<file path="src/rtl/dsd_pkg.sv">
/*
 Package for the data-space decoder with program-memory window.
 Assumes a single clock domain and a core that drives address, data and strobes.
*/
package dsd_pkg;
    localparam logic [7:0]  ADDR_WIN_LO   = 8'h40;
    localparam logic [7:0]  ADDR_WIN_HI   = 8'h7f;
    localparam logic [7:0]  ADDR_IDX_ONE  = 8'h80;
    localparam logic [7:0]  ADDR_IDX_TWO  = 8'h81;
    localparam logic [7:0]  ADDR_SHD_ONE  = 8'h82;
    localparam logic [7:0]  ADDR_SHD_TWO  = 8'h83;
    localparam logic [7:0]  ADDR_RAM_LO   = 8'h84;
    localparam logic [7:0]  ADDR_RAM_HI   = 8'hbf;
    localparam logic [7:0]  ADDR_WO_ONE   = 8'hc8;
    localparam logic [7:0]  ADDR_WIN_BASE = 8'hc9;
    localparam logic [7:0]  ADDR_ACC      = 8'hff;
    localparam int          WIN_LOW_BITS  = 6;
    localparam int          PM_ADDR_W     = 12;
    localparam int          STACK_DEPTH   = 6;
    localparam int          RAM_BYTES     = 60;
    localparam logic [7:0]  RESERVED_RD   = 8'hff;
    localparam logic [11:0] IP_RESET      = 12'hffe;

    typedef enum logic [1:0] {
        DSD_SEL_NONE = 2'h0,
        DSD_SEL_REG  = 2'h1,
        DSD_SEL_RAM  = 2'h3,
        DSD_SEL_WIN  = 2'h2
    } dsd_sel_t;

    typedef struct packed {
        logic [7:0] addr;
        logic [7:0] wdata;
        logic       rd;
        logic       wr;
    } dsd_req_t;

    typedef struct packed {
        logic        push;
        logic        pop;
        logic        load;
        logic [11:0] target;
    } dsd_flow_t;
endpackage : dsd_pkg

</file>
<file path="src/rtl/dsd_decoder.sv">
/*
 Data-space decoder with read-only program-memory window, instruction pointer
 and return stack. Assumes the core issues one access per cycle and the
 program memory answers combinationally to the address it is given.
*/
`timescale 1ns/1ps
module dsd_decoder #(
    parameter int          PM_SIZE = 4096
) (
    input  wire logic              mclk,
    input  wire logic              reset,
    input  wire dsd_pkg::dsd_req_t req,
    output logic [7:0]             rdata,
    output logic                   rvalid,
    input  wire dsd_pkg::dsd_flow_t flow,
    input  wire logic              fetch_next,
    output logic [11:0]            instruction_pointer,
    output logic [11:0]            pm_addr,
    input  wire logic [7:0]        pm_rdata,
    input  wire logic              readout_protect,
    input  wire logic              ext_rd,
    input  wire logic [11:0]       ext_addr,
    output logic [7:0]             ext_rdata,
    output logic [2:0]             stack_level
);
    import dsd_pkg::*;

    // ****************************************
    // Address decode
    // ****************************************
    function automatic dsd_sel_t decode(input logic [7:0] a);
        if (a >= ADDR_WIN_LO && a <= ADDR_WIN_HI) begin
            decode = DSD_SEL_WIN;
        end else if (a >= ADDR_RAM_LO && a <= ADDR_RAM_HI) begin
            decode = DSD_SEL_RAM;
        end else if (a == ADDR_IDX_ONE || a == ADDR_IDX_TWO || a == ADDR_SHD_ONE
                     || a == ADDR_SHD_TWO || a == ADDR_ACC) begin
            decode = DSD_SEL_REG;
        end else begin
            decode = DSD_SEL_NONE;
        end
    endfunction : decode

    dsd_sel_t sel;
    assign sel = decode(req.addr);

    // ****************************************
    // Storage
    // ****************************************
    logic [7:0] ram_q [RAM_BYTES];
    logic [7:0] index_pointer_one_q;
    logic [7:0] index_pointer_two_q;
    logic [7:0] short_direct_one_q;
    logic [7:0] short_direct_two_q;
    logic [7:0] main_accumulator_q;
    logic [5:0] window_base_bits_q;
    logic [5:0] ram_idx;
    assign ram_idx = 6'(req.addr - ADDR_RAM_LO);

    always_ff @(posedge mclk) begin
        if (req.wr && sel == DSD_SEL_RAM) begin
            ram_q[ram_idx] <= req.wdata;
        end
    end

    always_ff @(posedge mclk) begin
        if (req.wr) begin
            unique case (req.addr)
                ADDR_IDX_ONE: index_pointer_one_q <= req.wdata;
                ADDR_IDX_TWO: index_pointer_two_q <= req.wdata;
                ADDR_SHD_ONE: short_direct_one_q  <= req.wdata;
                ADDR_SHD_TWO: short_direct_two_q  <= req.wdata;
                ADDR_ACC:     main_accumulator_q  <= req.wdata;
                default: ;
            endcase
        end
    end

    // Window base: no reset term, top two bits dropped
    always_ff @(posedge mclk) begin
        if (req.wr && req.addr == ADDR_WIN_BASE) begin
            window_base_bits_q <= req.wdata[5:0];
        end
    end

    // Marks the base as loaded since reset; only the checks read it
    logic base_loaded_q;
    always_ff @(posedge mclk or posedge reset) begin
        if (reset) begin
            base_loaded_q <= 1'b0;
        end else if (req.wr && req.addr == ADDR_WIN_BASE) begin
            base_loaded_q <= 1'b1;
        end
    end

    // ****************************************
    // Program memory address
    // ****************************************
    logic [11:0] win_addr;
    logic [11:0] ip_q;
    assign win_addr = {window_base_bits_q, req.addr[WIN_LOW_BITS-1:0]};

    // Window reads take the port in the access cycle, then readout, then fetch
    always_comb begin
        if (req.rd && sel == DSD_SEL_WIN) begin
            pm_addr = win_addr;
        end else if (ext_rd) begin
            pm_addr = ext_addr;
        end else begin
            pm_addr = ip_q;
        end
    end

    // ****************************************
    // Read data
    // ****************************************
    logic [7:0] rd_d;
    logic [7:0] rdata_q;
    logic       rvalid_q;
    always_comb begin
        rd_d = RESERVED_RD;
        unique case (sel)
            DSD_SEL_WIN: rd_d = pm_rdata;
            DSD_SEL_RAM: rd_d = ram_q[ram_idx];
            DSD_SEL_REG: begin
                unique case (req.addr)
                    ADDR_IDX_ONE: rd_d = index_pointer_one_q;
                    ADDR_IDX_TWO: rd_d = index_pointer_two_q;
                    ADDR_SHD_ONE: rd_d = short_direct_one_q;
                    ADDR_SHD_TWO: rd_d = short_direct_two_q;
                    default:      rd_d = main_accumulator_q;
                endcase
            end
            DSD_SEL_NONE: rd_d = RESERVED_RD;
        endcase
    end

    always_ff @(posedge mclk or posedge reset) begin
        if (reset) begin
            rdata_q  <= 8'h00;
            rvalid_q <= 1'b0;
        end else begin
            rvalid_q <= req.rd;
            if (req.rd) begin
                rdata_q <= rd_d;
            end
        end
    end

    // ****************************************
    // Instruction pointer and stack
    // ****************************************
    logic [2:0]  lvl;
    logic [11:0] stack_top;
    always_ff @(posedge mclk or posedge reset) begin
        if (reset) begin
            ip_q <= IP_RESET;
        end else if (flow.load || flow.push) begin
            ip_q <= flow.target;
        end else if (flow.pop) begin
            ip_q <= stack_top;
        end else if (fetch_next) begin
            ip_q <= ip_q + 12'h001;
        end
    end

    dsd_stack #(.DEPTH(STACK_DEPTH), .W(PM_ADDR_W)) u_stack (
        .mclk     (mclk),
        .reset    (reset),
        .push     (flow.push),
        .pop      (flow.pop && !flow.push),
        .push_val (ip_q),
        .top      (stack_top),
        .level    (lvl)
    );

    // ****************************************
    // External readout
    // ****************************************
    logic [7:0] ext_q;
    always_ff @(posedge mclk or posedge reset) begin
        if (reset) begin
            ext_q <= 8'h00;
        end else if (ext_rd) begin
            ext_q <= readout_protect ? 8'h00 : pm_rdata;
        end
    end

    logic [2:0] lvl_q;
    always_ff @(posedge mclk or posedge reset) begin
        if (reset) begin
            lvl_q <= 3'h0;
        end else begin
            lvl_q <= lvl;
        end
    end

    assign rdata               = rdata_q;
    assign rvalid              = rvalid_q;
    assign instruction_pointer = ip_q;
    assign ext_rdata           = ext_q;
    assign stack_level         = lvl_q;
endmodule : dsd_decoder

</file>
<file path="src/rtl/dsd_stack.sv">
/*
 Return-address stack of six 12-bit levels.
 Assumes the core never pushes past six levels nor pops an empty stack.
*/
`timescale 1ns/1ps
module dsd_stack #(
    parameter int DEPTH = 6,
    parameter int W     = 12
) (
    input  wire logic         mclk,
    input  wire logic         reset,
    input  wire logic         push,
    input  wire logic         pop,
    input  wire logic [W-1:0] push_val,
    output logic      [W-1:0] top,
    output logic      [2:0]   level
);
    logic [W-1:0] lvl_q [DEPTH];
    logic [2:0]   level_q;

    // Shift register of return addresses
    always_ff @(posedge mclk) begin
        if (push) begin
            lvl_q[0] <= push_val;
            for (int i = 1; i < DEPTH; i++) begin
                lvl_q[i] <= lvl_q[i-1];
            end
        end else if (pop) begin
            for (int i = 0; i < DEPTH - 1; i++) begin
                lvl_q[i] <= lvl_q[i+1];
            end
        end
    end

    always_ff @(posedge mclk or posedge reset) begin
        if (reset) begin
            level_q <= 3'h0;
        end else if (push && level_q != 3'(DEPTH)) begin
            level_q <= level_q + 3'h1;
        end else if (pop && !push && level_q != 3'h0) begin
            level_q <= level_q - 3'h1;
        end
    end

    assign top   = lvl_q[0];
    assign level = level_q;
endmodule : dsd_stack

</file>
<file path="config.mk">
export PLATFORM = sky130hd
export DESIGN_NAME = dsd_decoder
export DESIGN_NICKNAME = d
export VERILOG_FILES = /design/src/rtl/dsd_pkg.sv /design/src/rtl/dsd_decoder.sv /design/src/rtl/dsd_stack.sv
export SDC_FILE = /design/constraint.sdc
export NUM_CORES = 1
export LEC_CHECK = 0
export BUFFER_PORTS_ARGS = -buffer_cell sky130_fd_sc_hd__clkbuf_2
export CORE_UTILIZATION = 60
export CTS_CLUSTER_SIZE = 24
export DETAILED_ROUTE_END_ITERATION = 10
export PLACE_DENSITY = 0.87
export SLEW_MARGIN = 20
export SYNTH_ARGS = -nofsm -noshare
export SYNTH_HDL_FRONTEND = slang
export SYNTH_SLANG_ARGS = --single-unit
</file>
<file path="constraint.sdc">
create_clock -name mclk -period 3.2 [get_ports mclk]
set_clock_uncertainty 0.05 [all_clocks]
set_input_delay 0.16 -clock mclk [delete_from_list [all_inputs] [get_ports mclk]]
set_output_delay 0.16 -clock mclk [all_outputs]
set_load 0.03 [all_outputs]
</file>
==> impl_results.md <==
- Total power after layout: ~19000 µW
- Effective utilization at floorplan: about three fifths
- Async set or reset register ratio after synthesis: approximately 5.5%
- Ratio of cells with drive above 1 in the final layout: a little under a third
- Portion of the post-synthesis area used by sequential elements: 73.16%
- Standby leakage power: about 0.010 µW
- Cells after Synth: between 1000 and 1500
- Most prevalent standard cell on the critical path: dlygate4sd3_1
- Cell types with the largest area share after synthesis: edfxtp_1 70%, mux4_2 9.0%, mux2_2 3.1%
- Max H-tree Level: 2
- Register clock-pin slew on the reported worst setup and hold paths: approximately 0.06 ns
- Number of synthesized flops with an enable pin: between 500 and 600
- Detailed-route wire length: roughly 65000 µm
- Data required time of the worst path: 3.69 ns
- Min Tclk post-route: about 2.8 ns
- Post-DP HPWL: between 30000 and 40000 µm
- Number of failing setup endpoints in the final timing report: 0
- Die area: 43770 µm²
- Count of different cell masters after synthesis: 72
- Total gr overflow: 0
- Initial antenna violation count: 2
- Crit path arrival time: between 3 and 4 ns
- Number of gates resized after cts: 0
- Number of placement rows: between 70 and 80
- Via count: 15290
- Library cell with the largest summed area after synthesis: edfxtp_1
- Maximum clock insertion buffer count: 3
- Clock Root Buffer: clkbuf_16
- Worst-path fanout max: 24
- Hold crit path type: input port to register
- Residual DRC: 0
- Final-report hold violation count: 0
- Final Wtd Congestion: between 1 and 1.5
- CTS tree: built
- Unrepaired setup endpoints after global routing: false
- Clock buffer count from CTS: 59
- Max VDD drop: ~0.42 mV
- Antenna violation net count after detailed routing: 0
- Via count normalized by instance count: around 6.7
- #FFs+latches synth: about 630
- Sort of element at the start of the critical path: input port
- Tot GR Track Use: a little under a third
- Maximum number of pins on one net before global-route repair: between 60 and 70
- Crit. End Element: register
- # IOs: between 100 and 150
- Slowest stage delay, CP: between 0.6 and 0.7 ns
- Buffers plus inverters on the worst setup path: 3
- Synth Warn #: 0
- Setup CP Type: input port to register
- Relative area change from synthesis to final layout: 16.47%
- Final total negative setup slack: 0 ns
- Clock latency reported for the late side of the worst-skew pair: just over 0.6 ns
- # Max-Cap Violations: 0
- Summed instance area of the synthesized netlist: roughly 26000 µm²
- Number of violations reported at the end of detailed-routing iteration 0: 2534
- Port Buf Inserts: 101
- Commonest cells after routing, fill and taps aside: 598 x edfxtp_1, 154 x nor2_1, 118 x buf_4, 103 x mux4_2, 98 x clkbuf_2
- Crit path cell chain: clkbuf_2, or2_2, or3_1, o22ai_1, dlygate4sd3_1, a21oi_1, dlygate4sd3_1
- Predominant post-synthesis flop cell: edfxtp_1
- Total iterations of the first detailed-routing run: 6
- Cell family contributing the most delay on the critical path: buffers and inverters
- Chip Height: between 200 and 250 µm
- Maximum operating frequency: 357.3 MHz
- Max transition margin: between 20% and 30%
- Synthesized area divided by synthesized cell count: 17.84 µm²
- Routed WL per cell: about 28 µm
- Number of global-route vias before repair: ~15000
- Width of the chip: between 200 and 250 µm
- Proportion of netlist area held by the largest area contributor: a little over two thirds
- Cell area power density: a little over 600 nW/µm²
- Crit-path slowest cell: or3_1
- Slew at the pin closest to its max-slew limit: 1.088 ns
- Core Area: approximately 42000 µm²
- Result of the run: completed
- Wire length of the first global-routing pass: just under 100000 µm
- Post-layout net count: around 1800
- Number of sinks handled by clock tree synthesis: around 630
- Post-synth net total: 1509
- Share of the cycle needed by the critical path after routing: between 80% and 90%
- Leading cell type in the layout, fill and taps excluded: edfxtp_1
- Final count of pins violating max slew: 0
==> per-layer routing <==
| layer | GRT usage (%) | up-vias | wire length [µm] |
|---|---|---|---|
| met5 | 0 | - | 0 |
| met1 | 41.85 | 7651 | 24000 |
| met4 | 13.72 | 0 | 3051 |
| met3 | 5.981 | 227 | 7185 |
| li1 | - | 6225 | - |
| met2 | 47.56 | 1188 | 30700 |
==> cells in the mapped netlist, types with 4 or more instances <==
cell,count
mux2i_1,63
nor2b_1,6
edfxtp_1,598
clkbuf_1,27
ha_1,6
nand3_1,7
nor2_1,154
inv_1,21
a22oi_1,13
and3_1,10
xor2_1,4
buf_4,15
nand2_1,73
dfstp_2,11
xnor2_1,8
o211ai_1,8
o21ai_1,4
a31oi_1,11
nor3b_1,4
nor3_1,5
mux4_2,103
dfrtp_1,24
and2_1,7
buf_2,22
mux2_2,72
o22ai_1,25
a211oi_1,8
o31ai_1,7
buf_6,10
a21oi_1,25
o21ai_0,21
o221ai_1,7
a221oi_1,9
==> flip-flops by register name, summed over array words and instances (netlist names), 6 cells and up <==
| signal | count |
|---|---|
| ram_q | 480 |
| u_stack.lvl_q | 72 |
| instruction_pointer | 12 |
| ext_rdata | 8 |
| index_pointer_one_q | 8 |
| index_pointer_two_q | 8 |
| main_accumulator_q | 8 |
| rdata | 8 |
| short_direct_one_q | 8 |
| short_direct_two_q | 8 |
| window_base_bits_q | 6 |
==> path summary, 6_finish.rpt <==
kind / from / end / slack, ns / cells after the start
max: flow[14] / instruction_pointer[9] / 0.40 / 7
min: flow[12] / instruction_pointer[3] / 0.05 / 4
max reg2reg: instruction_pointer[2] / instruction_pointer[11] / 0.57 / 7
min reg2reg: u_stack.lvl_q[0][52] / u_stack.lvl_q[0][64] / 0.40 / 0
max in group asynchronous: reset / instruction_pointer[1] / 2.24 / 4
min in group asynchronous: reset / ext_rdata[4] / 0.15 / 3
==> worst min-delay path: stages <==
cell	delay, ns
clkbuf_2	0.10
nor2_1	0.17
o211ai_1	0.16
a31oi_1	0.12
==> per-stage QoR <==
| step | instance area, µm² | hold slack (ns) | setup slack, ns | cells | utilization [%] |
|---|---|---|---|---|---|
| after floorplan | 25760 | 0.1414 | 0.3641 | 1444 | - |
| after global placement | 27480 | 0.3176 | 0.4386 | 2128 | 65.22 |
| after global routing | 30000 | 0.05842 | 0.3076 | 2279 | 71.20 |
| final | 30010 | 0.05114 | 0.4014 | 2281 | 71.22 |
| after CTS | 30000 | 0.0005637 | 0.5897 | 2279 | 71.20 |
| after detailed placement | 27480 | 0.2076 | 0.3394 | 2128 | 65.22 |
==> area by class of cell <==
class | count | area [µm²]
antenna | 2 | 5.005
clock inverter | 40 | 521.8
sequential | 633 | 18850
inverter | 21 | 78.83
clock buffer | 72 | 1608
timing repair buffer | 261 | 1881
fill | 2353 | 12130
multi-input combinational | 713 | 6391
tap | 539 | 674.4
==> repair_timing <==
item	CTS	global route
hold buffers	39	0
setup buffers	0	0
endpoints found under the hold margin	46	0
==> logic make-up after synthesis <==
family | after synthesis | synth area share (%)
flip-flops | 633 | 73.16
AND/OR/NAND/NOR | 292 | 4.954
multiplexers | 238 | 14.60
AO/OA/AOI/OAI | 164 | 4.468
buffers and inverters | 98 | 2.045
XOR/XNOR | 12 | 0.4080
adder cells (fa/ha/maj) | 7 | 0.3691
==> power breakdown <==
part / switching, µW / internal [µW]
combinational: 946 / 600
sequential: 193 / 9350
clock: 3050 / 4550
total: 4190 / 14500
Power figures use the tool's default switching activity.
